<file path="src/pkg/spi_port_pkg.sv">
// shared types and constants of the serial peripheral port
package spi_port_pkg;
	localparam int          BITS_PER_BYTE   = 8;
	localparam int          HALF_EDGES      = 2 * BITS_PER_BYTE;
	localparam int          SCK_HALF_CYCLES = 4;
	localparam int          NSS_SETUP_CLKS  = 2;
	localparam logic [7:0]  TX_RESET        = 8'h00;
	localparam logic [7:0]  RX_RESET        = 8'h00;
	localparam logic [1:0]  SEL_MODE_RESET  = 2'h1;
	localparam logic [2:0]  CNT_LAST        = 3'h7;

	typedef enum logic [1:0] {
		SEL_THREE_WIRE = 2'b00,
		SEL_FOUR_WIRE  = 2'b01,
		SEL_OUT_LOW    = 2'b10,
		SEL_OUT_HIGH   = 2'b11
	} sel_mode_t;

	typedef enum logic {
		ST_IDLE  = 1'b0,
		ST_SHIFT = 1'b1
	} xfer_state_t;

	typedef struct packed {
		logic      master_enable_bit;
		logic      port_enable_bit;
		sel_mode_t select_pin_mode_field;
		logic      clock_polarity_bit;
		logic      clock_phase_bit;
	} ctrl_t;

	typedef struct packed {
		logic transfer_done_flag;
		logic write_collision_flag;
		logic mode_fault_flag;
		logic receive_overrun_flag;
	} flags_t;

	typedef struct packed {
		logic busy;
		logic selected;
		logic nss_level;
		logic shift_empty;
		logic rx_empty;
	} status_t;
endpackage

</file>
<file path="src/level_sync.sv">
// two flip-flop synchroniser for pin levels
module level_sync #(
	parameter int WIDTH = 1
) (
	input  wire logic             clk_sys_in,
	input  wire logic             rstn_in,
	input  wire logic [WIDTH-1:0] d_in,
	output logic      [WIDTH-1:0] q_out
);
	logic [WIDTH-1:0] stage;

	always_ff @(posedge clk_sys_in) begin
		if (!rstn_in) begin
			stage <= '0;
			q_out <= '0;
		end else begin
			stage <= d_in;
			q_out <= stage;
		end
	end
endmodule // level_sync

</file>
<file path="src/sck_tick_gen.sv">
// half-period tick source for the master serial clock
module sck_tick_gen #(
	parameter int HALF_CYCLES = 4
) (
	input  wire logic clk_sys_in,
	input  wire logic rstn_in,
	input  wire logic run_in,
	output logic      tick_out
);
	localparam logic [7:0] LAST = 8'(HALF_CYCLES - 1);
	logic [7:0] count;

	// restarts on every run so the first half period is always whole
	always_ff @(posedge clk_sys_in) begin
		if (!rstn_in || !run_in) begin
			count    <= 8'h00;
			tick_out <= 1'b0;
		end else if (count == LAST) begin
			count    <= 8'h00;
			tick_out <= 1'b1;
		end else begin
			count    <= count + 8'h01;
			tick_out <= 1'b0;
		end
	end
endmodule // sck_tick_gen

</file>
<file path="src/serial_peripheral_port.sv">
// serial peripheral port: master or slave, three or four wire
// Contract
// mosi driven from shift top as master
// miso floats when disabled or deselected
// three-wire slave always drives miso
// deselected four-wire slave ignores sck
// mode 00: three wire, slave always selected
// mode 01: nss input, select or fault
// mode 1x: nss output follows low bit
// master write loads buffer, starts transfer
// transfer done flag at byte end
// master receives msb first into buffer
// nss low clears enables, sets fault; done only on an nss fall, as master in mode 01
// select mode resets to 01
// enabled non-master acts as slave
// slave counts eight edges, sets done
// slave write goes through transmit buffer
// busy shifter reloads after last edge
// nss fall resets four-wire bit counter
// master holds nss low two clocks; not done, nss_out only follows select_pin_mode_field[0]
// three-wire counter reset only by disable
// write to full buffer sets collision
// slave overrun keeps old byte
// polarity and phase pick sck edges
// master idles sck, eight cycles per byte
module serial_peripheral_port
	import spi_port_pkg::*;
#(
	parameter int SCK_HALF = spi_port_pkg::SCK_HALF_CYCLES
) (
	input  wire logic                 clk_sys_in,
	input  wire logic                 rstn_in,
	input  wire logic                 ctrl_wr_in,
	input  wire spi_port_pkg::ctrl_t  ctrl_in,
	output spi_port_pkg::ctrl_t       ctrl_out,
	input  wire logic                 data_wr_in,
	input  wire logic [7:0]           data_wr_value_in,
	input  wire logic                 data_rd_in,
	output logic      [7:0]           data_rd_value_out,
	input  wire spi_port_pkg::flags_t flags_clear_in,
	output spi_port_pkg::flags_t      flags_out,
	output spi_port_pkg::status_t     status_out,
	input  wire logic                 sck_in,
	output logic                      sck_out,
	output logic                      sck_oe_n_out,
	input  wire logic                 mosi_in,
	output logic                      mosi_out,
	output logic                      mosi_oe_n_out,
	input  wire logic                 miso_in,
	output logic                      miso_out,
	output logic                      miso_oe_n_out,
	input  wire logic                 nss_in,
	output logic                      nss_out,
	output logic                      nss_oe_n_out
);
	import spi_port_pkg::*;

	ctrl_t       ctrl;
	flags_t      flags;
	xfer_state_t state;
	logic [3:0]  pins_s;
	logic        sck_s, mosi_s, miso_s, nss_s;
	logic        sck_prev, nss_prev;
	logic        master_on, slave_on, selected;
	logic        nss_fall, mode_fault;
	logic        tick, sck_act;
	logic [3:0]  half_cnt;
	logic [2:0]  bit_cnt;
	logic        lead_edge, trail_edge, sample_edge, shift_edge, byte_done;
	logic        din;
	logic [7:0]  tx_buf, shifter, rx_sh, rx_buf;
	logic [7:0]  next_rx;
	logic        tx_full, shift_full, rx_full, rx_eff_full;
	logic        write_ok, load_shift, start;

	// every pin input passes two flops before any logic reads it
	level_sync #(.WIDTH(4)) u_pin_sync (
		.clk_sys_in (clk_sys_in),
		.rstn_in    (rstn_in),
		.d_in       ({sck_in, mosi_in, miso_in, nss_in}),
		.q_out      (pins_s)
	);
	assign {sck_s, mosi_s, miso_s, nss_s} = pins_s;

	sck_tick_gen #(.HALF_CYCLES(SCK_HALF)) u_tick (
		.clk_sys_in (clk_sys_in),
		.rstn_in    (rstn_in),
		.run_in     (state == ST_SHIFT),
		.tick_out   (tick)
	);

	assign master_on = ctrl.port_enable_bit & ctrl.master_enable_bit;
	assign slave_on  = ctrl.port_enable_bit & !ctrl.master_enable_bit;

	// selection as seen by the slave side
	always_comb begin
		case (ctrl.select_pin_mode_field)
			SEL_THREE_WIRE: selected = 1'b1;
			SEL_FOUR_WIRE:  selected = !nss_s;
			default:        selected = 1'b0;
		endcase
	end

	assign nss_fall   = nss_prev & !nss_s;
	assign mode_fault = master_on & nss_fall
		& (ctrl.select_pin_mode_field == SEL_FOUR_WIRE);

	always_ff @(posedge clk_sys_in) begin
		if (!rstn_in) begin
			sck_prev <= 1'b0;
			nss_prev <= 1'b0; // matches the synchroniser reset, so no false fall
		end else begin
			sck_prev <= sck_s ^ ctrl.clock_polarity_bit;
			nss_prev <= nss_s;
		end
	end

	// control bits: the fault wins over a software write in the same cycle
	always_ff @(posedge clk_sys_in) begin
		if (!rstn_in) begin
			ctrl.master_enable_bit     <= 1'b0;
			ctrl.port_enable_bit       <= 1'b0;
			ctrl.select_pin_mode_field <= sel_mode_t'(SEL_MODE_RESET);
			ctrl.clock_polarity_bit    <= 1'b0;
			ctrl.clock_phase_bit       <= 1'b0;
		end else begin
			if (ctrl_wr_in) begin
				ctrl <= ctrl_in;
			end
			if (mode_fault) begin
				ctrl.master_enable_bit <= 1'b0;
				ctrl.port_enable_bit   <= 1'b0;
			end
		end
	end

	// master clock generation: idle level between bytes, sixteen half periods
	always_ff @(posedge clk_sys_in) begin
		if (!rstn_in) begin
			state    <= ST_IDLE;
			sck_act  <= 1'b0;
			half_cnt <= 4'h0;
		end else if (!master_on || mode_fault) begin
			state    <= ST_IDLE;
			sck_act  <= 1'b0;
			half_cnt <= 4'h0;
		end else begin
			case (state)
				ST_IDLE: begin
					sck_act  <= 1'b0;
					half_cnt <= 4'h0;
					if (start) begin
						state <= ST_SHIFT;
					end
				end
				ST_SHIFT: begin
					if (tick) begin
						sck_act  <= !sck_act;
						half_cnt <= half_cnt + 4'h1;
						if (half_cnt == 4'(HALF_EDGES - 1)) begin
							state <= ST_IDLE;
						end
					end
				end
				default: state <= ST_IDLE;
			endcase
		end
	end

	assign start = (state == ST_IDLE) & master_on & shift_full;

	// edges, master or slave; a deselected slave sees none
	always_comb begin
		if (master_on) begin
			lead_edge  = (state == ST_SHIFT) & tick & !sck_act;
			trail_edge = (state == ST_SHIFT) & tick & sck_act;
			din        = miso_s;
		end else begin
			lead_edge  = slave_on & selected & (sck_s ^ ctrl.clock_polarity_bit)
				& !sck_prev;
			trail_edge = slave_on & selected & !(sck_s ^ ctrl.clock_polarity_bit)
				& sck_prev;
			din        = mosi_s;
		end
	end

	assign sample_edge = ctrl.clock_phase_bit ? trail_edge : lead_edge;
	assign shift_edge  = ctrl.clock_phase_bit ? lead_edge : trail_edge;
	assign byte_done   = sample_edge & (bit_cnt == CNT_LAST);
	assign next_rx     = {rx_sh[6:0], din};

	// bit counter: in three-wire slave mode only a disable clears it
	always_ff @(posedge clk_sys_in) begin
		if (!rstn_in || !ctrl.port_enable_bit) begin
			bit_cnt <= 3'h0;
		end else if (start) begin
			bit_cnt <= 3'h0;
		end else if (slave_on && nss_fall
			&& ctrl.select_pin_mode_field == SEL_FOUR_WIRE) begin
			bit_cnt <= 3'h0;
		end else if (sample_edge) begin
			bit_cnt <= bit_cnt + 3'h1;
		end
	end

	always_ff @(posedge clk_sys_in) begin
		if (!rstn_in) begin
			rx_sh <= RX_RESET;
		end else if (sample_edge) begin
			rx_sh <= next_rx;
		end
	end

	// transmit path: buffer then shifter; the shifter holds its msb first
	assign write_ok   = data_wr_in & !tx_full;
	assign load_shift = tx_full & (!shift_full | byte_done);

	always_ff @(posedge clk_sys_in) begin
		if (!rstn_in) begin
			tx_buf  <= TX_RESET;
			tx_full <= 1'b0;
		end else if (write_ok) begin
			tx_buf  <= data_wr_value_in;
			tx_full <= 1'b1;
		end else if (load_shift) begin
			tx_full <= 1'b0;
		end
	end

	// a byte that arrives mid-transfer waits for the last edge
	always_ff @(posedge clk_sys_in) begin
		if (!rstn_in) begin
			shifter    <= TX_RESET;
			shift_full <= 1'b0;
		end else if (load_shift) begin
			shifter    <= tx_buf;
			shift_full <= 1'b1;
		end else if (byte_done) begin
			shift_full <= 1'b0;
		end else if (shift_edge && bit_cnt != 3'h0) begin
			shifter <= {shifter[6:0], 1'b0};
		end
	end

	// a read in the same cycle as the byte end counts as already done
	assign rx_eff_full = rx_full & !data_rd_in;

	always_ff @(posedge clk_sys_in) begin
		if (!rstn_in) begin
			rx_buf  <= RX_RESET;
			rx_full <= 1'b0;
		end else if (byte_done && !(slave_on && rx_eff_full)) begin
			rx_buf  <= next_rx;
			rx_full <= 1'b1;
		end else if (data_rd_in) begin
			rx_full <= 1'b0;
		end
	end

	// sticky flags: a set wins over a clear in the same cycle
	always_ff @(posedge clk_sys_in) begin
		if (!rstn_in) begin
			flags <= '0;
		end else begin
			flags <= flags & ~flags_clear_in;
			if (byte_done) begin
				flags.transfer_done_flag <= 1'b1;
			end
			if (data_wr_in && tx_full) begin
				flags.write_collision_flag <= 1'b1;
			end
			if (mode_fault) begin
				flags.mode_fault_flag <= 1'b1;
			end
			if (byte_done && slave_on && rx_eff_full) begin
				flags.receive_overrun_flag <= 1'b1;
			end
		end
	end

	// pins: enable low means this end drives
	assign mosi_out      = shifter[7];
	assign mosi_oe_n_out = !master_on;
	assign miso_out      = shifter[7];
	assign miso_oe_n_out = !(slave_on & selected);
	assign sck_out       = sck_act ^ ctrl.clock_polarity_bit;
	assign sck_oe_n_out  = !master_on;
	assign nss_out       = ctrl.select_pin_mode_field[0];
	assign nss_oe_n_out  = !(ctrl.port_enable_bit & ctrl.select_pin_mode_field[1]);

	assign ctrl_out          = ctrl;
	assign flags_out         = flags;
	assign data_rd_value_out = rx_buf;
	assign status_out        = '{busy: (state == ST_SHIFT) | (slave_on & bit_cnt != 3'h0),
		selected: slave_on & selected, nss_level: nss_s,
		shift_empty: !shift_full, rx_empty: !rx_full};

	// helper: counts leading edges of each master byte
	logic [3:0] lead_seen;
	always_ff @(posedge clk_sys_in) begin
		if (!rstn_in || start) begin
			lead_seen <= 4'h0;
		end else if (master_on && lead_edge) begin
			lead_seen <= lead_seen + 4'h1;
		end
	end
endmodule // serial_peripheral_port

</file>
<file path="config.mk">
export PLATFORM = sky130hd
export DESIGN_NAME = serial_peripheral_port
export DESIGN_NICKNAME = d
export VERILOG_FILES = /design/src/pkg/spi_port_pkg.sv /design/src/level_sync.sv /design/src/sck_tick_gen.sv /design/src/serial_peripheral_port.sv
export SDC_FILE = /design/constraint.sdc
export NUM_CORES = 1
export LEC_CHECK = 0
export BUFFER_PORTS_ARGS = -buffer_cell sky130_fd_sc_hd__buf_2
export CORE_MARGIN = 3
export CORE_UTILIZATION = 55
export DETAILED_ROUTE_END_ITERATION = 16
export PLACE_DENSITY = 0.86
export SYNTH_ARGS = -nofsm -noshare
export SYNTH_HDL_FRONTEND = slang
export SYNTH_HIERARCHICAL = 1
export SYNTH_SLANG_ARGS = --single-unit
export TNS_END_PERCENT = 50
</file>
<file path="constraint.sdc">
create_clock -name clk_sys_in -period 2.8 [get_ports clk_sys_in]
set_input_delay 0.14 -clock clk_sys_in [delete_from_list [all_inputs] [get_ports clk_sys_in]]
set_output_delay 0.14 -clock clk_sys_in [all_outputs]
set_load 0.1 [all_outputs]
</file>
==> impl.org <==
** Run status
- Outcome :: completed

** GRT
- Remaining global-route overflow :: 0
- Entering global routing, the biggest net connects 47 pins.
- Global-route wire length before repair :: 10,800 um
- Antenna violations before repair :: 0
- Global-route total usage across every layer :: 0.207
- The number of global-route vias before repair was 2,466.

** Floorplan
- Die height :: 82.4 um
- I/O pins :: 58
- In this run the standard cell core region covers 5570 um2.
- The die covers 6800 um2.
- The initial utilization of the core area, before any placement, comes to 0.577.
- Number of rows created at floorplan :: 27
- From left edge to right edge, the die measures 82.4 um.

** Pwr
- Of the total power, the share spent switching nets is 0.287.
- Net switching power figure :: 0.589 mW
- Comb pwr share :: 0.123
- Of the total power, the clock network draws 0.349.
- Worst supply voltage drop on vdd :: 0.356 mV
- Summing internal, switching and leakage power gives 2.05 mW.
- The internal power of the cells totals 1.47 mW.
- In this run the power density over the cells is 559 nW/um2.
- In this run the static leakage power is 1.42 nW.
- The share of total power dissipated in sequential elements is 0.528.

** Clocking
- Clock-pin slew was measured on the worst setup and hold paths at 0.07 ns.
- TritonCTS built the clock tree.
- Clk buf depth :: 2
- Counting every sink on the clock net gives 72.
- CTS built an H-tree with a depth of 3.
- The root buffer cell chosen for the clock tree is sky130_fd_sc_hd__clkbuf_8.
- At the later pin of the worst-skew pair, clock insertion delay measures 0.34 ns.
- Clock buffer count from CTS :: 9

** Place
- Placed Instance Area :: 3470 um2
- After legalization and detailed placement, the total HPWL measured 4520 um.
- At the placement stage, the worst setup path has a slack of 0.387 ns.
- During placement, the flow inserted port buffers numbering 57.
- At the end of routability-driven placement, the weighted congestion stood at 0.838.

** Synthesis
- For this run, the register share of the synthesized area comes to 0.448.
- Ranked by total cell area, the synthesized netlist is headed by sky130_fd_sc_hd__dfxtp_1 45%, sky130_fd_sc_hd__nand2_1 8.3%, sky130_fd_sc_hd__mux2i_1 5.0%, sky130_fd_sc_hd__nand3b_1 3.3%, sky130_fd_sc_hd__a21boi_0 3.0%.
- Total of flip-flops plus latches after synthesis :: 72
- In this run, synthesis inferred 0 flip-flops with an integrated enable.
- Dominant synthesized flop cell :: sky130_fd_sc_hd__dfxtp_1
- Synthesized cell area :: 3210 um2
- Of all flip-flops after synthesis, the portion carrying an async set or reset was 0.
- In the synthesized netlist, the number of instances is 356.
- In this run, distinct cell masters in the synthesized netlist total 55.
- Top cell type by total area after synthesis :: sky130_fd_sc_hd__dfxtp_1
- Share of the synthesized area in the top cell type :: 0.448
- Count of warnings emitted by yosys :: 6
- Mean post-synth cell area :: 9.03 um2
- Nets in the synthesized netlist :: 389

** Finish
- After routing the design area is 3670 um2.
- Share of final-layout standard cells stronger than drive strength 1 :: 0.218
- Area growth, synth to finish :: 14.3%
- Register area :: 1440 um2
- The repair_antennas step left the layout with diodes totalling 0.
- The multi-input combinational cells in the finished layout cover a total of 1590 um2.
- At the end of the flow, the number of nets in the layout was 441.
- Fill cells in the final layout number 459.

** Min path
- The worst hold path was traced through 2 stages.
- Worst min-delay path class :: in -> reg

** Worst setup path
- Sort of element at the start of the critical path :: flip-flop
- In this run the worst path has a maximum fanout of 9.
- Walking the worst path, the cells encountered are nand2b_1 -> or4_4 -> a221oi_4 -> and2_1 -> mux2i_1.
- Crit path depth :: 5
- For the worst setup path, the data required time is 3.07 ns.
- The number of buffers and inverters on the critical path is 0.
- By startpoint and endpoint, the worst setup path is classified as reg -> reg.
- WP data arrival :: 2.73 ns
- The slowest stage of the critical path is the sky130_fd_sc_hd__or4_4 cell.
- For the worst flop-to-flop path, the logic depth is 5.
- On the critical path the largest part of the delay comes from simple AND/OR/NAND/NOR gates.
- Critical path's largest stage delay :: 0.59 ns
- The worst setup path is captured at a flip-flop.

** Drt
- Count of TritonRoute iterations in the first routing pass :: 4
- In the final routed layout, each cell accounts on average for 13.3 um.
- For this block, the initial DRC count from the detailed router was 130.
- Remaining DRCs :: 0
- The detailed router placed 2,605 vias in this run.
- Wires add up to 6460 um.
- Via count normalized by instance count :: 5.38
- The count of nets left with antenna violations once routing finished came out at 0.

** STA
- Clock skew :: 0.00460 ns
- Worst setup slack after layout :: 0.338 ns
- TNS Setup :: 0 ns
- Maximum frequency from static timing analysis :: 406 MHz
- The final number of hold-violating endpoints was 0.
- Across all hold checks on the routed design, the worst slack comes to 0.0223 ns.
- RSZ-0062 raised after global routing :: false
- Dividing the final minimum period by the clock period gives 0.879.
- The worst path in the final design needs a cycle of 2.46 ns, including I/O delays and setup.
- Max-slew violations :: 0
- At the pin with the least slew margin, the transition time is 0.685 ns.
- In this run the tightest slew margin relative to its limit is 0.543.
- Finish-stage setup viols :: 0

** Job
- Max-cap viol count :: 0
[cell usage in the layout (no fill, tap or decap), types with 2 or more instances in the layout]
cell                            netlist  routed
sky130_fd_sc_hd__nand2_1             71      71
sky130_fd_sc_hd__dfxtp_1             72      71
sky130_fd_sc_hd__buf_2                2      57
sky130_fd_sc_hd__nor2_1              21      21
sky130_fd_sc_hd__mux2i_1             16      16
sky130_fd_sc_hd__nand3b_1            14      14
sky130_fd_sc_hd__a21boi_0            13      13
sky130_fd_sc_hd__and2_1              12      12
sky130_fd_sc_hd__o21ai_0             12      11
sky130_fd_sc_hd__inv_1               10      10
sky130_fd_sc_hd__clkbuf_8             2      10
sky130_fd_sc_hd__nor2b_1              7       7
sky130_fd_sc_hd__a21oi_1              7       7
sky130_fd_sc_hd__a31oi_1              7       7
sky130_fd_sc_hd__o211ai_1             7       7
sky130_fd_sc_hd__ha_1                 6       6
sky130_fd_sc_hd__xor2_1               5       5
sky130_fd_sc_hd__nand3_1              5       5
sky130_fd_sc_hd__o21a_1               4       4
sky130_fd_sc_hd__nand2b_1             3       3
sky130_fd_sc_hd__nand4_1              3       3
sky130_fd_sc_hd__nor3_1               4       3
sky130_fd_sc_hd__xnor2_1              3       3
sky130_fd_sc_hd__dlygate4sd3_1        0       3
sky130_fd_sc_hd__buf_4                3       3
sky130_fd_sc_hd__or3_1                3       3
sky130_fd_sc_hd__a211oi_1             2       2
sky130_fd_sc_hd__o211a_1              2       2
sky130_fd_sc_hd__a21boi_1             2       2
sky130_fd_sc_hd__clkinv_2             0       2
sky130_fd_sc_hd__clkinvlp_4           0       2
[sequential cells by signal (all words and copies together) (netlist names), 3 cells and up]
signal,count
half_cnt,4
tx_buf,8
ctrl_out,6
flags_out,4
data_rd_value_out,8
bit_cnt,3
shifter,8
u_pin_sync/q_out,4
u_pin_sync/stage,4
rx_sh,7
u_tick/count,8
[per-stage QoR]
stage           util  std cells
6_report       0.659        484
3_5_place_dp   0.623        466
5_1_grt        0.659        484
3_3_place_gp   0.623        466
4_1_cts        0.659        484
2_1_floorplan      -        356
[Yosys cell counts, types with 3 or more instances]
library cell / instances
sky130_fd_sc_hd__nor2_1: 21
sky130_fd_sc_hd__ha_1: 6
sky130_fd_sc_hd__mux2i_1: 16
sky130_fd_sc_hd__nand4_1: 3
sky130_fd_sc_hd__xnor2_1: 3
sky130_fd_sc_hd__clkbuf_1: 12
sky130_fd_sc_hd__nand2b_1: 3
sky130_fd_sc_hd__buf_4: 3
sky130_fd_sc_hd__a21oi_1: 7
sky130_fd_sc_hd__o21a_1: 4
sky130_fd_sc_hd__nand3b_1: 14
sky130_fd_sc_hd__nand3_1: 5
sky130_fd_sc_hd__a31oi_1: 7
sky130_fd_sc_hd__a21boi_0: 13
sky130_fd_sc_hd__xor2_1: 5
sky130_fd_sc_hd__dfxtp_1: 72
sky130_fd_sc_hd__or3_1: 3
sky130_fd_sc_hd__nor2b_1: 7
sky130_fd_sc_hd__o211ai_1: 7
sky130_fd_sc_hd__o21ai_0: 12
sky130_fd_sc_hd__nor3_1: 4
sky130_fd_sc_hd__and2_1: 12
sky130_fd_sc_hd__inv_1: 10
sky130_fd_sc_hd__nand2_1: 71
[final timing paths]
path | slack, ns | startpoint | end
hold reg to reg | 0.44 | u_pin_sync/stage[2] | u_pin_sync/q_out[2]
setup / recovery | 0.34 | ctrl_out[5] | data_rd_value_out[4]
setup reg to reg | 0.34 | ctrl_out[5] | data_rd_value_out[4]
hold / removal | 0.02 | miso_in | u_pin_sync/stage[1]
[metal layers]
metal	vias to the layer above	GRT usage	share of wire
met3	14	0.0575	0.051
met5	-	0	0
met2	67	0.334	0.48
li1	1313	-	-
met1	1211	0.254	0.45
met4	0	0.0980	0.023
[layout make-up]
cell class                 instances  share of cell area
inverter                          10              0.0102
tap                               72              0.0245
clock inverter                     5             0.00920
multi-input combinational        252               0.434
sequential                        72               0.393
clock buffer                      10              0.0375
timing repair buffer              63              0.0920
[power by group through the flow]
stage	clock (mW)	combinational [mW]	sequential [mW]
floorplan	0	0.158	1.15
global placement	0	0.248	1.11
detailed placement	0	0.250	1.11
CTS	0.730	0.254	1.08
global route	0.775	0.273	1.09
finish	0.717	0.253	1.09
[kinds of logic after synthesis]
logic type	Yosys count	share of synthesized area
simple gates	152	0.234
buf+inv	32	0.0592
compound gates	69	0.158
flops	72	0.448
mux	16	0.0498
xor+xnor	9	0.0269
fa+ha+maj	6	0.0234
[what timing repair did]
action / 4_1_cts / 5_1_grt
endpoints found under the hold margin: 3 / 0
resized for setup: 0 / 0
buffers inserted: 0 / 0
hold buffers: 3 / 0
(Power assumes the default switching activity.)
